==> src/bus_pins_params.svh <==
/*
 * Timing-free constants for the local bus pin-control block: address
 * widths, reset ranges of the upper select, generic select count.
 * Assumes inclusion by bare name from the design files.
 */
`ifndef BUS_PINS_PARAMS_SVH
`define BUS_PINS_PARAMS_SVH

`define ADDR_W          20
`define GEN_COUNT       8
`define UPPER_RST_LO    20'hffc00
`define UPPER_RST_HI    20'hfffff
`define LOWER_RST_LO    20'h00000
`define LOWER_RST_HI    20'h00000
`define ERROR_VECTOR    8'h10
`define PORT_RST        8'hff

`endif

==> src/bus_pins_pkg.sv <==
/*
 * Types shared by the local bus pin-control block.
 * Assumes nothing beyond a SystemVerilog compiler.
 */
package bus_pins_pkg;
    typedef enum logic [1:0] {
        BUS_OWNED,
        BUS_FLOAT,
        BUS_HELD
    } hold_state_e;

    typedef enum logic [1:0] {
        CYC_NONE,
        CYC_MEM,
        CYC_IO,
        CYC_COPROC
    } cycle_kind_e;
endpackage

==> src/bus_pin_ctrl.sv <==
/*
 * Pin-level control of the local bus: buffer direction, locked cycles,
 * hold handshake, coprocessor handshake, upper/lower/generic selects with
 * port fallback. Assumes the core presents one decoded cycle per
 * cycleStart pulse and ranges arrive from elsewhere as plain inputs.
 */
`timescale 1ns/10ps
`include "bus_pins_params.svh"

module bus_pin_ctrl #(
    parameter int ADDR_W = `ADDR_W,
    parameter int GEN_N  = `GEN_COUNT
) (
    input  wire logic                    core_clk,
    input  wire logic                    sys_rst,
    input  wire logic                    clkEn,
    input  wire logic                    powerDown,
    input  wire logic                    cycleStart,
    input  wire bus_pins_pkg::cycle_kind_e cycleKind,
    input  wire logic                    cycleWrite,
    input  wire logic                    cycleEnd,
    input  wire logic [ADDR_W-1:0]       cycleAddr,
    input  wire logic                    lockReq,
    input  wire logic                    lockPrefix,
    input  wire logic                    instrBoundary,
    input  wire logic                    numericStart,
    input  wire logic                    holdReq,
    input  wire logic                    coprocErrorN,
    input  wire logic                    coprocXferReqIn,
    input  wire logic                    upperProg,
    input  wire logic [ADDR_W-1:0]       upperLo,
    input  wire logic [ADDR_W-1:0]       upperHi,
    input  wire logic                    upperMemEn,
    input  wire logic                    upperIoEn,
    input  wire logic                    lowerProg,
    input  wire logic [ADDR_W-1:0]       lowerLo,
    input  wire logic [ADDR_W-1:0]       lowerHi,
    input  wire logic [GEN_N-1:0]        genEnable,
    input  wire logic [GEN_N-1:0]        genIsIo,
    input  wire logic [GEN_N*ADDR_W-1:0] genLo,
    input  wire logic [GEN_N*ADDR_W-1:0] genHi,
    input  wire logic                    portWrite,
    input  wire logic [GEN_N-1:0]        portData,
    output logic [GEN_N-1:0]             portReadback,
    output logic                         bufferDirection,
    output logic                         bufferDirectionOe,
    output logic                         lockN,
    output logic                         lockOe,
    output logic                         lockWeakPull,
    output logic                         holdAck,
    output logic                         busFloat,
    output logic                         busGranted,
    output logic                         coprocSelectN,
    output logic                         errorIntReq,
    output logic [7:0]                   errorIntType,
    output logic                         coprocXferRequest,
    output logic                         upperSelectN,
    output logic                         lowerSelectN,
    output logic [GEN_N-1:0]             portOneBitN
);

////////////////////////////////////////////////////////////////////////
    bus_pins_pkg::hold_state_e holdState_q, holdState_d;
    logic                      lock_q, lock_d;
    logic                      dir_q, dir_d;
    logic                      cop_q, cop_d;
    logic                      errInt_q, errInt_d;
    logic                      xfer_q, xfer_d;
    logic [ADDR_W-1:0]         upLo_q, upLo_d, upHi_q, upHi_d;
    logic                      upMem_q, upMem_d, upIo_q, upIo_d;
    logic                      lowArm_q, lowArm_d;
    logic [ADDR_W-1:0]         lowLo_q, lowLo_d, lowHi_q, lowHi_d;
    logic [GEN_N-1:0]          port_q, port_d;
    logic                      inCycle_q, inCycle_d;
    logic                      isMem, isIo, upHit_q, lowHit_q, selQuiet;
    logic [GEN_N-1:0]          genHit_q;

    assign isMem = cycleStart && (cycleKind == bus_pins_pkg::CYC_MEM);
    assign isIo  = cycleStart && (cycleKind == bus_pins_pkg::CYC_IO);

////////////////////////////////////////////////////////////////////////
    // hold handshake and lock
    always_comb begin
        holdState_d = holdState_q;
        lock_d      = lock_q;
        inCycle_d   = inCycle_q;
        if (cycleStart) begin
            inCycle_d = 1'b1;
        end else if (cycleEnd) begin
            inCycle_d = 1'b0;
        end
        if (holdState_q == bus_pins_pkg::BUS_OWNED) begin
            lock_d = lockReq;
        end
        case (holdState_q)
            bus_pins_pkg::BUS_OWNED: begin
                // locked cycles and prefixed instructions keep the bus
                if (holdReq && instrBoundary && !lockPrefix && !lock_q
                    && !lockReq && !inCycle_q && !cycleStart) begin
                    holdState_d = bus_pins_pkg::BUS_FLOAT;
                end
            end
            bus_pins_pkg::BUS_FLOAT: begin
                // outputs float one cycle before the grant is shown
                holdState_d = bus_pins_pkg::BUS_HELD;
            end
            bus_pins_pkg::BUS_HELD: begin
                if (!holdReq) begin
                    holdState_d = bus_pins_pkg::BUS_OWNED;
                end
            end
            default: holdState_d = bus_pins_pkg::BUS_OWNED;
        endcase
        if (powerDown) begin
            holdState_d = bus_pins_pkg::BUS_OWNED;
        end
    end

    always_ff @(posedge core_clk) begin
        if (sys_rst) begin
            holdState_q <= bus_pins_pkg::BUS_OWNED;
            lock_q      <= 1'b0;
            inCycle_q   <= 1'b0;
        end else if (clkEn) begin
            holdState_q <= holdState_d;
            lock_q      <= lock_d;
            inCycle_q   <= inCycle_d;
        end
    end

    assign busFloat   = holdState_q != bus_pins_pkg::BUS_OWNED;
    assign busGranted = holdState_q == bus_pins_pkg::BUS_HELD;
    // acknowledge only after the float state has been in force
    assign holdAck    = busGranted && !sys_rst && !powerDown;

    // lock pin is an input with a weak pull-up while reset holds
    assign lockWeakPull = sys_rst;
    assign lockOe       = !sys_rst && !busFloat;
    assign lockN        = !lock_q;

////////////////////////////////////////////////////////////////////////
    // direction, coprocessor handshake, programmed ranges, port
    always_comb begin
        dir_d    = dir_q;
        cop_d    = 1'b0;
        errInt_d = 1'b0;
        xfer_d   = coprocXferReqIn;
        upLo_d   = upLo_q;
        upHi_d   = upHi_q;
        upMem_d  = upMem_q;
        upIo_d   = upIo_q;
        lowArm_d = lowArm_q;
        lowLo_d  = lowLo_q;
        lowHi_d  = lowHi_q;
        port_d   = port_q;
        if (cycleStart) begin
            dir_d = cycleWrite;
            cop_d = cycleKind == bus_pins_pkg::CYC_COPROC;
        end else if (inCycle_q && !cycleEnd) begin
            cop_d = cop_q;
        end
        if (numericStart && !coprocErrorN) begin
            errInt_d = 1'b1;
        end
        if (upperProg) begin
            upLo_d  = upperLo;
            upHi_d  = upperHi;
            upMem_d = upperMemEn;
            upIo_d  = upperIoEn;
        end
        if (lowerProg) begin
            lowArm_d = 1'b1;
            lowLo_d  = lowerLo;
            lowHi_d  = lowerHi;
        end
        if (portWrite) begin
            port_d = portData;
        end
    end

    always_ff @(posedge core_clk) begin
        if (sys_rst) begin
            dir_q    <= 1'b0;
            cop_q    <= 1'b0;
            errInt_q <= 1'b0;
            xfer_q   <= 1'b0;
            upLo_q   <= `UPPER_RST_LO;
            upHi_q   <= `UPPER_RST_HI;
            upMem_q  <= 1'b1;
            upIo_q   <= 1'b0;
            lowArm_q <= 1'b0;
            lowLo_q  <= `LOWER_RST_LO;
            lowHi_q  <= `LOWER_RST_HI;
            port_q   <= `PORT_RST;
        end else if (clkEn) begin
            dir_q    <= dir_d;
            cop_q    <= cop_d;
            errInt_q <= errInt_d;
            xfer_q   <= xfer_d;
            upLo_q   <= upLo_d;
            upHi_q   <= upHi_d;
            upMem_q  <= upMem_d;
            upIo_q   <= upIo_d;
            lowArm_q <= lowArm_d;
            lowLo_q  <= lowLo_d;
            lowHi_q  <= lowHi_d;
            port_q   <= port_d;
        end
    end

    assign bufferDirection   = dir_q;
    assign bufferDirectionOe = !busFloat && !sys_rst;
    assign errorIntReq       = errInt_q;
    assign errorIntType      = `ERROR_VECTOR;
    assign coprocXferRequest = xfer_q;

////////////////////////////////////////////////////////////////////////
    // address decode; each hit is held until the cycle end or the next cycle start
    range_match #(.ADDR_W(ADDR_W)) upperMatch (
        .core_clk (core_clk),
        .sys_rst  (sys_rst),
        .clkEn    (clkEn && (cycleStart || cycleEnd)),
        .enable   (cycleStart),
        .cycleHit ((isMem && upMem_q) || (isIo && upIo_q)),
        .addr     (cycleAddr),
        .rangeLo  (upLo_q),
        .rangeHi  (upHi_q),
        .match_q  (upHit_q)
    );

    range_match #(.ADDR_W(ADDR_W)) lowerMatch (
        .core_clk (core_clk),
        .sys_rst  (sys_rst),
        .clkEn    (clkEn && (cycleStart || cycleEnd)),
        .enable   (lowArm_q && cycleStart),
        .cycleHit (isMem),
        .addr     (cycleAddr),
        .rangeLo  (lowLo_q),
        .rangeHi  (lowHi_q),
        .match_q  (lowHit_q)
    );

    for (genvar g = 0; g < GEN_N; g++) begin : genSel
        range_match #(.ADDR_W(ADDR_W)) genMatch (
            .core_clk (core_clk),
            .sys_rst  (sys_rst),
            .clkEn    (clkEn && (cycleStart || cycleEnd)),
            .enable   (genEnable[g] && cycleStart),
            .cycleHit (genIsIo[g] ? isIo : isMem),
            .addr     (cycleAddr),
            .rangeLo  (genLo[g*ADDR_W +: ADDR_W]),
            .rangeHi  (genHi[g*ADDR_W +: ADDR_W]),
            .match_q  (genHit_q[g])
        );
    end

    // selects go quiet whenever the bus is not ours
    assign selQuiet      = busFloat || sys_rst || powerDown;
    assign upperSelectN  = !(upHit_q && !selQuiet);
    assign lowerSelectN  = !(lowHit_q && !selQuiet);
    assign coprocSelectN = !(cop_q && !selQuiet);

    always_comb begin
        for (int i = 0; i < GEN_N; i++) begin
            if (genEnable[i]) begin
                portOneBitN[i] = !(genHit_q[i] && !selQuiet);
            end else begin
                portOneBitN[i] = port_q[i];
            end
        end
    end

    // software sees the pin level as driven
    assign portReadback = portOneBitN;
endmodule // bus_pin_ctrl

==> src/range_match.sv <==
/*
 * One address range comparator with a registered select flag.
 * Assumes the range and the cycle strobe are stable at the clock edge.
 */
`timescale 1ns/10ps
`include "bus_pins_params.svh"

module range_match #(
    parameter int ADDR_W = `ADDR_W
) (
    input  wire logic              core_clk,
    input  wire logic              sys_rst,
    input  wire logic              clkEn,
    input  wire logic              enable,
    input  wire logic              cycleHit,
    input  wire logic [ADDR_W-1:0] addr,
    input  wire logic [ADDR_W-1:0] rangeLo,
    input  wire logic [ADDR_W-1:0] rangeHi,
    output logic                   match_q
);
    logic matchD;

    always_comb begin
        matchD = enable && cycleHit && (addr >= rangeLo) && (addr <= rangeHi);
    end

    always_ff @(posedge core_clk) begin
        if (sys_rst) begin
            match_q <= 1'b0;
        end else if (clkEn) begin
            match_q <= matchD;
        end
    end
endmodule // range_match

==> config.mk <==
export PLATFORM = sky130hd
export DESIGN_NAME = bus_pin_ctrl
export DESIGN_NICKNAME = d
export VERILOG_FILES = /design/src/bus_pins_pkg.sv /design/src/bus_pin_ctrl.sv /design/src/range_match.sv
export VERILOG_INCLUDE_DIRS = /design/src
export SDC_FILE = /design/constraint.sdc
export NUM_CORES = 1
export LEC_CHECK = 0
export ABC_AREA = 0
export BUFFER_PORTS_ARGS = -buffer_cell sky130_fd_sc_hd__buf_2
export CORE_AREA = 4 4 195 197
export CTS_CLUSTER_DIAMETER = 80
export DETAILED_ROUTE_END_ITERATION = 12
export DIE_AREA = 0 0 199 201
export GPL_TIMING_DRIVEN = 0
export MAX_ROUTING_LAYER = met4
export PLACE_DENSITY = 0.67
export SLEW_MARGIN = 20
export SYNTH_ARGS = -nofsm -noshare
export SYNTH_HDL_FRONTEND = slang
export SYNTH_SLANG_ARGS = --single-unit
==> constraint.sdc <==
create_clock -name core_clk -period 2.03 [get_ports core_clk]
set_input_delay 0.3045 -clock core_clk [delete_from_list [all_inputs] [get_ports core_clk]]
set_output_delay 0.3045 -clock core_clk [all_outputs]
set_load 0.05 [all_outputs]
==> metrics.txt <==
status=complete, but fails checks; failing checks=setup timing; Req. time, crit path=1.73 ns; top-area cell type share of the netlist area=35.5%; Area Overhead vs Synth=28.2%; synth top area cells=ha_1, dfxtp_1, inv_1; most common cell after layout, fill and taps aside=buf_2; Final Instance Area=18000 µm²; Max Cap Viol=0; Die ar.=40000 µm²; Post-Synth XOR/XNOR Area=0%; PwrDens=401 nW/µm²; placed cells=2871; share of layout cells above drive strength 1=23.5%; Max Freq=457 MHz; Worst slew margin=44.1%; root buf cell=clkbuf_16; most common flop cell mapped by yosys=dfxtp_1; Slew @ Worst Pin=0.838 ns; Site Rows=70; WHS Path Cells=3; WL/cell=19.7 µm; WL final=57300 µm; Post-Synth Simple-Gate Area=18.2%; global route total overflow=0; reg2reg setup slack=0.17 ns; DRT antenna net count=0; sequential share of the synthesized area=15.5%; initial antenna violation count=9; chip height=201 µm; GP Congestion=0.900; num ports=502; clk slew on worst S/H paths=0.09 ns; H-tree depth=3; synthesized area=14100 µm²; vias in the first global route=15400; initial drt markers=813; reg2reg end=upperMatch.match_q; via count=15600; CTS tree=done; Mapped Cells=1904; wire length of the first global-routing pass=84300 µm; main combinational cell family by area after synthesis=adder cells; Worst Path Max Fanout=5; fin crit share=108%; min cycle time layout=2.19 ns; Setup-failing EPs final=18; Avg Cell Area, Syn=7.39 µm²; Hold Buf Count CTS=0; GRT Overall Usage=27.9%; First-pass DRT Iterations=7; largest net degree at the start of global routing=23; commonest non-fill, non-tap cells in the layout=buf_2, ha_1, inv_1; RSZ-0062 raised after global routing=true; Core ar.=36300 µm²; Fin. Hold Viols=0; Layout Cells excl Fill=2908; Hold Path Class=input port to flop; crit path DAT=1.88 ns; initial core utilization=38.8%; Crit Path Class=flop to output port; #FFs+latches synth=109; post-synthesis cell type count=57; PortBufs=493; Worst Hold End=upHi_q[10]; Critical R2R Launch=upHi_q[18]; Startpoint Class=flop; dpl hpwl=44500 µm; Hold Worst Slack=0.150 ns; Max Slew Vio Count=0; HP Start=upperHi[10]; worst vdd ir=0.375 mV; R2R depth=8; leakage=10.2 nW; number of synthesis warnings=0; post-synthesis compound-gate area fraction=17.4%; worst skew pair latency=0.36 ns; Synth area leader=ha_1; number of flops mapped to enable cells by yosys=0; DP Area=17200 µm²; clk sink count=109; adder-cell share of the synthesized area=35.5%; mux cell area share after synthesis=0.640%; Nets=3290; Critical Path End Type=output port; clk buf depth=2; Num CTS Buffers=9; PnR worst setup slack=-0.157 ns; number of remaining DRC errors=0; die width=199 µm; skew final=0.0135 ns; Async S/R FF share, synth=0%; vias per cell=5.37
flip-flops by register name, summed over array words and instances (netlist names), 2 cells and up:
signal and flops:
lowHi_q 20, lowLo_q 20, upHi_q 20, upLo_q 20
genSel.genMatch.match_q 8, port_q 8, holdState_q 2
power by group:
part,switching (mW),internal (mW),leakage (nW)
sequential,0.0578,2.24,0.896
combinational,1.76,1.28,9.12
clock,1.00,0.894,0.150
total,2.82,4.42,10.2
stage by stage:
step / total power [mW] / setup WS (ns) / TNS [ns] / util (%)
2_1_floorplan: 4.01 / -0.174 / -1.34 / -
3_3_place_gp: 5.13 / -0.969 / -14.45 / 47.5
3_5_place_dp: 5.26 / -0.939 / -14.23 / 47.5
4_1_cts: 7.24 / -0.245 / -3.03 / 49.5
5_1_grt: 7.74 / -0.217 / -2.65 / 49.8
6_report: 7.24 / -0.157 / -1.50 / 49.8
per-layer routing:
metal / vias up / part of all wire, % / track usage, %
met2: 679 / 48 / 47.6
met1: 7230 / 41 / 33.6
met3: 144 / 7.7 / 3.78
met5: - / 0 / -
li1: 7574 / - / -
met4: 0 / 4.1 / 9.53
cell type report:
cell class | instances | area [µm²]
Fill cell | 3637 | 18200
Tap cell | 468 | 586
Clock buffer | 9 | 225
Timing Repair Buffer | 504 | 2770
Multi-Input combinational cell | 1348 | 10300
Antenna cell | 10 | 25.0
Buffer | 53 | 322
Timing Repair inverter | 1 | 7.51
Inverter | 399 | 1500
Clock inverter | 7 | 81.3
Sequential cell | 109 | 2190
synthesized netlist by cell type (2+ instances only):
cell,instances
a22oi_1,3
inv_1,399
conb_1,2
a41oi_1,5
nand3_1,27
a21o_1,34
nand2b_1,11
o21ai_0,60
nor2b_1,13
and3_1,11
dfxtp_1,109
o311ai_1,3
o22a_1,3
a2111oi_0,6
a31oi_1,9
buf_1,3
buf_4,18
or2_2,3
or3_1,10
a211o_1,9
and2_1,2
nor4_1,11
o221ai_1,6
a22o_1,2
nor3b_1,3
a21oi_1,189
mux2i_1,9
o211ai_1,18
nand4_1,66
nand2_1,245
nor4b_1,2
a221oi_1,8
a211oi_1,34
a2bb2oi_1,4
clkbuf_1,31
and4_1,8
nor2_1,69
nor3_1,10
nand3b_1,32
ha_1,400
critical path: stages, from the launching register on:
cell and delay (ns):
dfxtp_4 0.35, or2_4 0.24, nor3_4 0.25, clkbuf_16 0.24, a31oi_4 0.14, buf_6 0.15
buf_8 0.14
what timing repair did:
item | in CTS | in global routing
gates resized for setup | 87 | 18
setup buffers | 10 | 0
pin swaps | 9 | 4
endpoints found under the setup margin | 31 | 28
gates cloned | 2 | 0
logic make-up after synthesis:
kind of cell | count (synthesis)
buffers and inverters | 453
adders and majority gates | 400
DFF | 109
AOI/OAI and AO/OA | 403
other | 2
and+or+nand+nor | 528
muxes | 9
how the worst max path moves through the flow:
stage / start / endpoint / slack, ns
floorplan: holdState_q[0] / portReadback[2] / -0.17
global placement: cycleAddr[0] / genSel[7].genMatch.match_q / -0.97
detailed placement: cycleAddr[0] / genSel[7].genMatch.match_q / -0.94
CTS: holdState_q[0] / portReadback[7] / -0.24
global route: holdState_q[0] / portReadback[7] / -0.22
finish: holdState_q[0] / portReadback[7] / -0.16
Power figures use the tool's default switching activity.
